**src/bscp_pkg.sv**
```systemverilog
// Holds the shared constants, state encodings and state layout of the boot-select and code-protection block.
// Assumes one 40 MHz clock, hclk, and a single AHB-Lite slave port reaching the registers.
package bscp_pkg;

  // ----------------------------------------------------------------------
  // Register map
  // ----------------------------------------------------------------------
  localparam logic [7:0] BOOT_CTRL_IDX = 8'hbf;
  localparam logic [11:0] BOOT_CTRL_ADDR = {2'h0, BOOT_CTRL_IDX, 2'h0};
  localparam logic [11:0] UNLOCK_ADDR = 12'h300;
  localparam logic [11:0] SECURITY_ADDR = 12'h304;
  localparam logic [11:0] ERASE_ADDR = 12'h308;
  localparam logic [11:0] STATUS_ADDR = 12'h30c;
  localparam logic [11:0] ID_ADDR = 12'h310;

  // ----------------------------------------------------------------------
  // Field positions and values
  // ----------------------------------------------------------------------
  localparam int CTRL_REBOOT_BIT = 7;
  localparam int CTRL_AUX_BIT = 4;
  localparam int CTRL_SEL_BIT = 1;
  localparam int CTRL_EN_BIT = 0;
  localparam logic [7:0] UNLOCK_KEY1 = 8'h87;
  localparam logic [7:0] UNLOCK_KEY2 = 8'h59;
  localparam logic [7:0] ERASE_KEY = 8'ha5;
  localparam int SEC_LOCK_BIT = 0;
  localparam int SEC_TBL_BIT = 1;
  localparam int SEC_ENC_BIT = 2;
  localparam int SEC_GAIN_BIT = 7;
  localparam logic [7:0] SEC_RESET = 8'hff;
  localparam logic [15:0] SEC_BYTE_LOC = 16'hffff;

  // ----------------------------------------------------------------------
  // Timing counts
  // ----------------------------------------------------------------------
  localparam logic [7:0] RESET_CYCLES = 8'h10;
  localparam logic [1:0] STRAP_SETTLE = 2'h3;

  // ----------------------------------------------------------------------
  // State
  // ----------------------------------------------------------------------
  typedef enum logic [2:0] {
    UL_CLOSED = 3'b001,
    UL_HALF = 3'b010,
    UL_OPEN = 3'b100
  } bscp_unlock_e;

  typedef struct packed {
    logic ph_valid;
    logic ph_write;
    logic [11:0] ph_addr;
    bscp_unlock_e unlock;
    logic aux_en;
    logic loc_sel;
    logic prog_en;
    logic loader_boot;
    logic isp_mode;
    logic [7:0] sec;
    logic [2:0] s1;
    logic [2:0] s2;
    logic [1:0] cap_cnt;
    logic [7:0] rst_cnt;
    logic [7:0] p0_out;
    logic [7:0] sec_data;
  } bscp_state_s;

endpackage : bscp_pkg

```
**src/bscp_top.sv**
```systemverilog
// Holds the boot-select, reprogramming-enable, software reboot and code-protection logic with its AHB-Lite slave.
// Assumes the core drives the idle, wake and table-read signals on hclk; strap pins are asynchronous.
// Behaviour
// - Reboot bit written with select and enable both set forces a full reset.
// - Control bit 7 reads 1 while the forced loader-bank boot is running.
// - Control bit 4 enables the auxiliary RAM, clear disables it.
// - Select 0 targets the loader bank; select 1 targets the application bank.
// - With enable set, idle then interrupt wake enters reprogramming; operations run in idle.
// - With enable clear, program memory is read-only and reprogramming is blocked.
// - After power-on the core starts from the application bank by default.
// - Straps low at reset (P2.6 and P2.7, or P4.3) force loader-bank boot.
// - Programmed security bits return to 1 only through a full erase or an hresetn reset.
// - Security and identity values are hidden while in programming mode.
// - The security byte sits at address ffff of the loader bank.
// - Lock bit 0 blocks access to program memory and setting registers.
// - Inhibit 0: table reads from external code reach external memory only.
// - Table reads from internal code may always reach internal and external memory.
// - Inhibit 1: table reads are unrestricted.
// - Encryption enabled encodes port 0 data; only full erase or hresetn clears it.
// - Security bit 7 at 0 halves the oscillator amplifier gain.
`timescale 1ns/1ps
module bscp_top #(
  parameter logic [7:0] ENC_KEY = 8'h5a,
  parameter logic [7:0] COMPANY_ID = 8'h11, // Arbitrary value.
  parameter logic [7:0] DEVICE_ID = 8'h22 // Arbitrary value.
) (
  input wire logic hclk,
  input wire logic hresetn,
  input wire logic hsel,
  input wire logic [31:0] haddr,
  input wire logic [1:0] htrans,
  input wire logic hwrite,
  input wire logic [2:0] hsize,
  input wire logic hready,
  input wire logic [31:0] hwdata,
  output logic [31:0] hrdata,
  output logic hreadyout,
  output logic hresp,
  input wire logic p2_6_pin,
  input wire logic p2_7_pin,
  input wire logic p4_3_pin,
  input wire logic core_idle,
  input wire logic wake_irq,
  input wire logic tbl_from_internal,
  input wire logic tbl_to_internal,
  input wire logic loader_rd,
  input wire logic [15:0] loader_addr,
  input wire logic [7:0] p0_data_in,
  output logic sys_reset_n,
  output logic boot_from_loader,
  output logic aux_ram_enable,
  output logic target_is_loader,
  output logic isp_mode,
  output logic rom_op_allow,
  output logic tbl_internal_grant,
  output logic ext_access_allow,
  output logic sec_hit,
  output logic [7:0] sec_data,
  output logic [7:0] p0_data_out,
  output logic osc_half_gain
);

  // ----------------------------------------------------------------------
  // State registers
  // ----------------------------------------------------------------------
  bscp_pkg::bscp_state_s s;
  bscp_pkg::bscp_state_s next_s;
  logic dwr;
  logic drd;
  logic ctrl_wr;
  logic reboot_req;
  logic sec_open;
  logic [7:0] ctrl_rd;
  logic [7:0] status_rd;

  assign dwr = s.ph_valid & s.ph_write;
  assign drd = s.ph_valid & ~s.ph_write;
  assign ctrl_wr = dwr && (s.ph_addr == bscp_pkg::BOOT_CTRL_ADDR) && (s.unlock == bscp_pkg::UL_OPEN)
    && (s.rst_cnt == 8'h00);
  assign reboot_req = ctrl_wr & hwdata[bscp_pkg::CTRL_REBOOT_BIT] & hwdata[bscp_pkg::CTRL_SEL_BIT]
    & hwdata[bscp_pkg::CTRL_EN_BIT];
  assign sec_open = ~s.isp_mode & s.sec[bscp_pkg::SEC_LOCK_BIT];
  assign ctrl_rd = {s.loader_boot, 2'h0, s.aux_en, 2'h0, s.loc_sel, s.prog_en};
  assign status_rd = {3'h0, ~s.sec[bscp_pkg::SEC_ENC_BIT], ~s.loc_sel, s.isp_mode, s.loader_boot, sys_reset_n};

  always_comb begin
    next_s = s;
    next_s.s1 = {p4_3_pin, p2_7_pin, p2_6_pin};
    next_s.s2 = s.s1;
    next_s.ph_valid = hsel & htrans[1] & hready;
    next_s.ph_write = hwrite;
    next_s.ph_addr = haddr[11:0];
    if (dwr && (s.ph_addr == bscp_pkg::UNLOCK_ADDR)) begin
      if (hwdata[7:0] == bscp_pkg::UNLOCK_KEY1) begin
        next_s.unlock = bscp_pkg::UL_HALF;
      end else if ((hwdata[7:0] == bscp_pkg::UNLOCK_KEY2) && (s.unlock == bscp_pkg::UL_HALF)) begin
        next_s.unlock = bscp_pkg::UL_OPEN;
      end else begin
        next_s.unlock = bscp_pkg::UL_CLOSED;
      end
    end
    if (ctrl_wr) begin
      next_s.aux_en = hwdata[bscp_pkg::CTRL_AUX_BIT];
      next_s.loc_sel = hwdata[bscp_pkg::CTRL_SEL_BIT];
      next_s.prog_en = hwdata[bscp_pkg::CTRL_EN_BIT];
    end
    if (reboot_req) begin
      next_s.rst_cnt = bscp_pkg::RESET_CYCLES;
    end
    if (core_idle && wake_irq) begin
      next_s.isp_mode = s.prog_en;
    end
    if (dwr && (s.ph_addr == bscp_pkg::SECURITY_ADDR) && sec_open) begin
      next_s.sec = s.sec & hwdata[7:0];
    end
    if (dwr && (s.ph_addr == bscp_pkg::ERASE_ADDR) && (hwdata[7:0] == bscp_pkg::ERASE_KEY) && ~s.isp_mode) begin
      next_s.sec = bscp_pkg::SEC_RESET;
    end
    if (~s.sec[bscp_pkg::SEC_ENC_BIT]) begin
      next_s.p0_out = p0_data_in ^ ENC_KEY;
    end else begin
      next_s.p0_out = p0_data_in;
    end
    next_s.sec_data = 8'h00;
    if (loader_rd && (loader_addr == bscp_pkg::SEC_BYTE_LOC) && sec_open) begin
      next_s.sec_data = s.sec;
    end
    if (s.rst_cnt != 8'h00) begin
      next_s.rst_cnt = s.rst_cnt - 8'h01;
      next_s.unlock = bscp_pkg::UL_CLOSED;
      next_s.aux_en = 1'b0;
      next_s.loc_sel = 1'b0;
      next_s.prog_en = 1'b0;
      next_s.isp_mode = 1'b0;
      next_s.loader_boot = 1'b0;
      next_s.cap_cnt = bscp_pkg::STRAP_SETTLE;
    end else if (s.cap_cnt != 2'h0) begin
      next_s.cap_cnt = s.cap_cnt - 2'h1;
      if (s.cap_cnt == 2'h1) begin
        next_s.loader_boot = (~s.s2[1] & ~s.s2[0]) | ~s.s2[2];
      end
    end
  end

  always_ff @(posedge hclk or negedge hresetn) begin
    if (!hresetn) begin
      s <= '{ph_valid: 1'b0, ph_write: 1'b0, ph_addr: 12'h000, unlock: bscp_pkg::UL_CLOSED, aux_en: 1'b0,
             loc_sel: 1'b0, prog_en: 1'b0, loader_boot: 1'b0, isp_mode: 1'b0, sec: bscp_pkg::SEC_RESET,
             s1: 3'h7, s2: 3'h7, cap_cnt: bscp_pkg::STRAP_SETTLE, rst_cnt: 8'h00, p0_out: 8'h00,
             sec_data: 8'h00};
    end else begin
      s <= next_s;
    end
  end

  // ----------------------------------------------------------------------
  // Bus read data and outputs
  // ----------------------------------------------------------------------
  always_comb begin
    hrdata = 32'h0000_0000;
    if (drd && (s.ph_addr == bscp_pkg::BOOT_CTRL_ADDR)) begin
      hrdata = {24'h000000, ctrl_rd};
    end else if (drd && (s.ph_addr == bscp_pkg::SECURITY_ADDR) && sec_open) begin
      hrdata = {24'h000000, s.sec};
    end else if (drd && (s.ph_addr == bscp_pkg::STATUS_ADDR)) begin
      hrdata = {24'h000000, status_rd};
    end else if (drd && (s.ph_addr == bscp_pkg::ID_ADDR) && sec_open) begin
      hrdata = {16'h0000, DEVICE_ID, COMPANY_ID};
    end
  end

  assign hreadyout = 1'b1;
  assign hresp = 1'b0;
  assign sys_reset_n = (s.rst_cnt == 8'h00) && (s.cap_cnt == 2'h0);
  assign boot_from_loader = s.loader_boot;
  assign aux_ram_enable = s.aux_en;
  assign target_is_loader = ~s.loc_sel;
  assign isp_mode = s.isp_mode;
  assign rom_op_allow = s.isp_mode & s.prog_en & core_idle;
  assign tbl_internal_grant = tbl_to_internal & (tbl_from_internal | s.sec[bscp_pkg::SEC_TBL_BIT]);
  assign ext_access_allow = s.sec[bscp_pkg::SEC_LOCK_BIT];
  assign sec_hit = loader_rd & (loader_addr == bscp_pkg::SEC_BYTE_LOC);
  assign sec_data = s.sec_data;
  assign p0_data_out = s.p0_out;
  assign osc_half_gain = ~s.sec[bscp_pkg::SEC_GAIN_BIT];
endmodule : bscp_top

```
**config.mk**
```make
export PLATFORM = sky130hd
export DESIGN_NAME = bscp_top
export DESIGN_NICKNAME = d
export VERILOG_FILES = /design/src/bscp_pkg.sv /design/src/bscp_top.sv
export SDC_FILE = /design/constraint.sdc
export NUM_CORES = 1
export LEC_CHECK = 0
export BUFFER_PORTS_ARGS = -buffer_cell sky130_fd_sc_hd__buf_2
export CORE_ASPECT_RATIO = 1.5
export CORE_UTILIZATION = 46
export CTS_BUF_LIST = sky130_fd_sc_hd__clkbuf_2
export CTS_CLUSTER_DIAMETER = 80
export DETAILED_ROUTE_END_ITERATION = 10
export PLACE_DENSITY = 0.93
export SLEW_MARGIN = 25
export SYNTH_ARGS = -nofsm -noshare
export SYNTH_HDL_FRONTEND = slang
export SYNTH_SLANG_ARGS = --single-unit
```
**constraint.sdc**
```tcl
create_clock -name hclk -period 2.3 [get_ports hclk]
set_clock_uncertainty 0.1 [all_clocks]
set_input_delay 0.23 -clock hclk [delete_from_list [all_inputs] [get_ports hclk]]
set_output_delay 0.23 -clock hclk [all_outputs]
set_load 0.05 [all_outputs]
```
==> flow_summary_export.csv <==
group,metric,value,unit
outcome,run_status,"complete, but fails checks",
outcome,failed_checks,"setup timing",
yosys,netlist_area,2994,sq um
placement,port_buffers,93,
global_route,grt_pass1_wl,11250,um
worst_setup_path,critPathMaxFanout,10,
global_route,grt_pass1_vias,2531,
global_route,grt_most_used_layer,"met2",
yosys,yosys.area.top_type,"dfrtp_1",
sta,timing.hold.ws,0.1420,ns
final_layout,stdcell_count,509,
yosys,avgSynthCellArea,10.40,sq um
worst_setup_path,critical_path_class,"flip-flop to primary output",
power_and_ir_drop,worst_ir_drop_vdd,0.4308,mV
yosys,netlist_instances,288,
worst_setup_path,path_delay_family,"simple AND/OR/NAND/NOR gates",
yosys,async_flop_share,1.000,
clock_network,clock_latency,0.49,ns
placement,dpl_cell_area,3530,sq um
final_layout,fin_nets,540,
yosys,ys_seq_area_frac,0.5253,
detailed_routing,vias_per_cell,5.106,
yosys,ys_seq_elements,62,
power_and_ir_drop,leakagePower,2.107,nW
worst_setup_path,worstPathRequired,1.97,ns
yosys,yosys_warnings,0,
detailed_routing,ant_nets,0,
worst_setup_path,crit_chain,"or3b_4 > or4_4 > buf_4 > nor3_4 > buf_6",
final_layout,fin_util,0.6809,
final_layout,area_growth_syn_to_layout,41.41,%
clock_network,clk_pin_slew_worst_paths,0.16,ns
worst_setup_path,critical_path_buf_inv_count,2,
clock_network,cts_buffers,9,
floorplanning,dieWidth,67.88,um
yosys,synth_top_area_frac,0.3761,
global_route,met2_usage,0.3899,
job,drv_cap,0,
sta,rsz0062_at_grt,"yes",
global_route,grt_max_degree,59,
sta,finalCritPeriodShare,1.230,
detailed_routing,drt-total-wl,7273,um
clock_network,cts_buffer_depth,2,
placement,dp_cells,451,
power_and_ir_drop,total_power,2.228,mW
sta,period_minus_slack,2.829,ns
global_route,antenna_found_initial,0,
worst_setup_path,cp_slowest_stage_delay,0.57,ns
worst_setup_path,arrival,2.50,ns
global_route,met1_usage,0.2408,
final_layout,stdcell_area,4234,sq um
yosys,ys.flop_type,"dfrtp_1",
final_layout,drive_gt1_frac,0.4000,
yosys,synth_area_leaders,"dfrtp_1, dfstp_2, buf_4, nor3_1, o21ai_1",
worst_hold_path,hp-class,"input port to asynchronous set/reset pin",
global_route,grt_usage,0.2268,
sta,hold_viol_final,0,
power_and_ir_drop,power.density,526.3,nW/um^2
floorplanning,rows,35,
placement,post-place-ws,-0.08463,ns
clock_network,root_buffer,"clkbuf_2",
worst_setup_path,startpoint_type,"flip-flop",
worst_setup_path,cp-end-kind,"primary output",
floorplanning,ios,166,
worst_setup_path,cpMaxStageDelayCell,"dfstp_2",
detailed_routing,drt-initial-drc-count,124,
detailed_routing,firstDrtPassIters,4,
clock_network,cts_tree,"yes",
global_route,grtUsageMet3,0.05656,
final_layout,fillers,475,
clock_network,cts_max_level,3,
sta,setup_tns,-4.645,ns
floorplanning,start_util,0.4815,
detailed_routing,drc,0,
sta,finalSetupViolCount,10,
global_route,gr-total-overflow,0,
yosys,ys_types,53,
sta,max_clock_freq,353.5,MHz
yosys,synth_edf_count,0,
detailed_routing,dr_total_vias,2599,
detailed_routing,wl_per_cell,14.29,um
sta,worst_pin_slew,0.5071,ns
floorplanning,fp.dieH,100.8,um
sta,drv_slew,0,
floorplanning,die_area,6842,sq um
clock_network,cts.sinks,62,
sta,relSlewSlack,0.6593,
sta,fin_ws,-0.5289,ns
final_layout,antenna_cells,0,
placement,gp_congestion,0.8957,
placement,dp_hpwl,4928,um
floorplanning,design.core.area,6218,sq um
where the power goes:
group	leakage, nW	internal [mW]	switching [mW]
combinational	1.27	0.115	0.217
clock	0.0833	0.363	0.374
sequential	0.755	1.14	0.0235
total	2.11	1.61	0.615
worst min-delay path: stages:
cell	delay, ns
dlygate4sd3_1	0.52
buf_2	0.13
buf_12	0.27
flip-flops by register name (all words and copies together) (netlist names):
| signal | count |
|---|---|
| ext_access_allow | 1 |
| next_s | 3 |
| sec_data | 8 |
| boot_from_loader | 1 |
| p0_data_out | 8 |
| ctrl_rd | 2 |
| s | 37 |
| aux_ram_enable | 1 |
| isp_mode | 1 |
cell families (layout without fill, tap and decap cells):
logic type,after synthesis,count (layout),synth area share
flops,62,62,0.5253
fa+ha+maj,4,4,0.01672
buf+inv,65,190,0.1358
other cells,2,24,0.002508
mux,2,2,0.007104
simple gates,103,103,0.2039
xor+xnor,8,8,0.02340
compound gates,42,42,0.08525
final cells by class:
class / count / area, sq um / area share
inverter: 19 / 71.32 / 0.01684
clock buffer: 11 / 55.05 / 0.01300
timing repair buffer: 155 / 1129 / 0.2665
tap: 74 / 92.59 / 0.02187
sequential: 62 / 1573 / 0.3715
clock inverter: 5 / 73.82 / 0.01743
multi-input combinational: 183 / 1240 / 0.2928
synthesized netlist by cell type, drive strengths merged (7+ instances only):
cell	count
inv	19
buf	43
nand2	17
o21ai	19
nor2	17
nand3	9
dfstp	17
nand4	7
dfrtp	45
nor3	14
a21oi	9
routing by layer:
metal | up-vias | part of all wire | wire length [um]
met5 | - | 0 | 0
met4 | 0 | 0.039 | 284
met3 | 26 | 0.074 | 540
met2 | 132 | 0.52 | 3787
met1 | 1216 | 0.37 | 2660
li1 | 1225 | - | -
layout by cell type (no fill, tap or decap), types with 5 or more instances in the layout:
master	n
buf_2	82
nand4_1	7
dlygate4sd3_1	39
a21oi_1	9
buf_4	21
nand2_1	16
dfstp_2	17
clkbuf_2	11
nor2_1	16
o21ai_0	5
buf_6	8
o21ai_1	12
nand3_1	9
conb_1	24
dfrtp_1	45
xnor2_1	6
inv_1	18
nor3_1	12
repair_timing:
| action | in CTS | in global routing |
|---|---|---|
| pin swaps | 2 | 2 |
| hold buffers | 39 | 0 |
| setup buffers | 1 | 2 |
| setup endpoints to repair | 11 | 11 |
| hold endpoints to repair | 100 | 0 |
| resized for setup | 33 | 9 |
worst paths after layout:
kind	from	endpoint	slack, ns	cells past startpoint
min in group hclk	loader_addr[2]	sec_data[7]	0.18	5
min reg2reg	next_s[28]	s[28]	0.27	0
max in group asynchronous	hresetn	p0_data_out[0]	1.39	3
max	ext_access_allow	hrdata[6]	-0.53	5
max reg2reg	s[19]	isp_mode	0.09	5
min	hresetn	s[46]	0.14	3
Power figures use the tool's default switching activity.
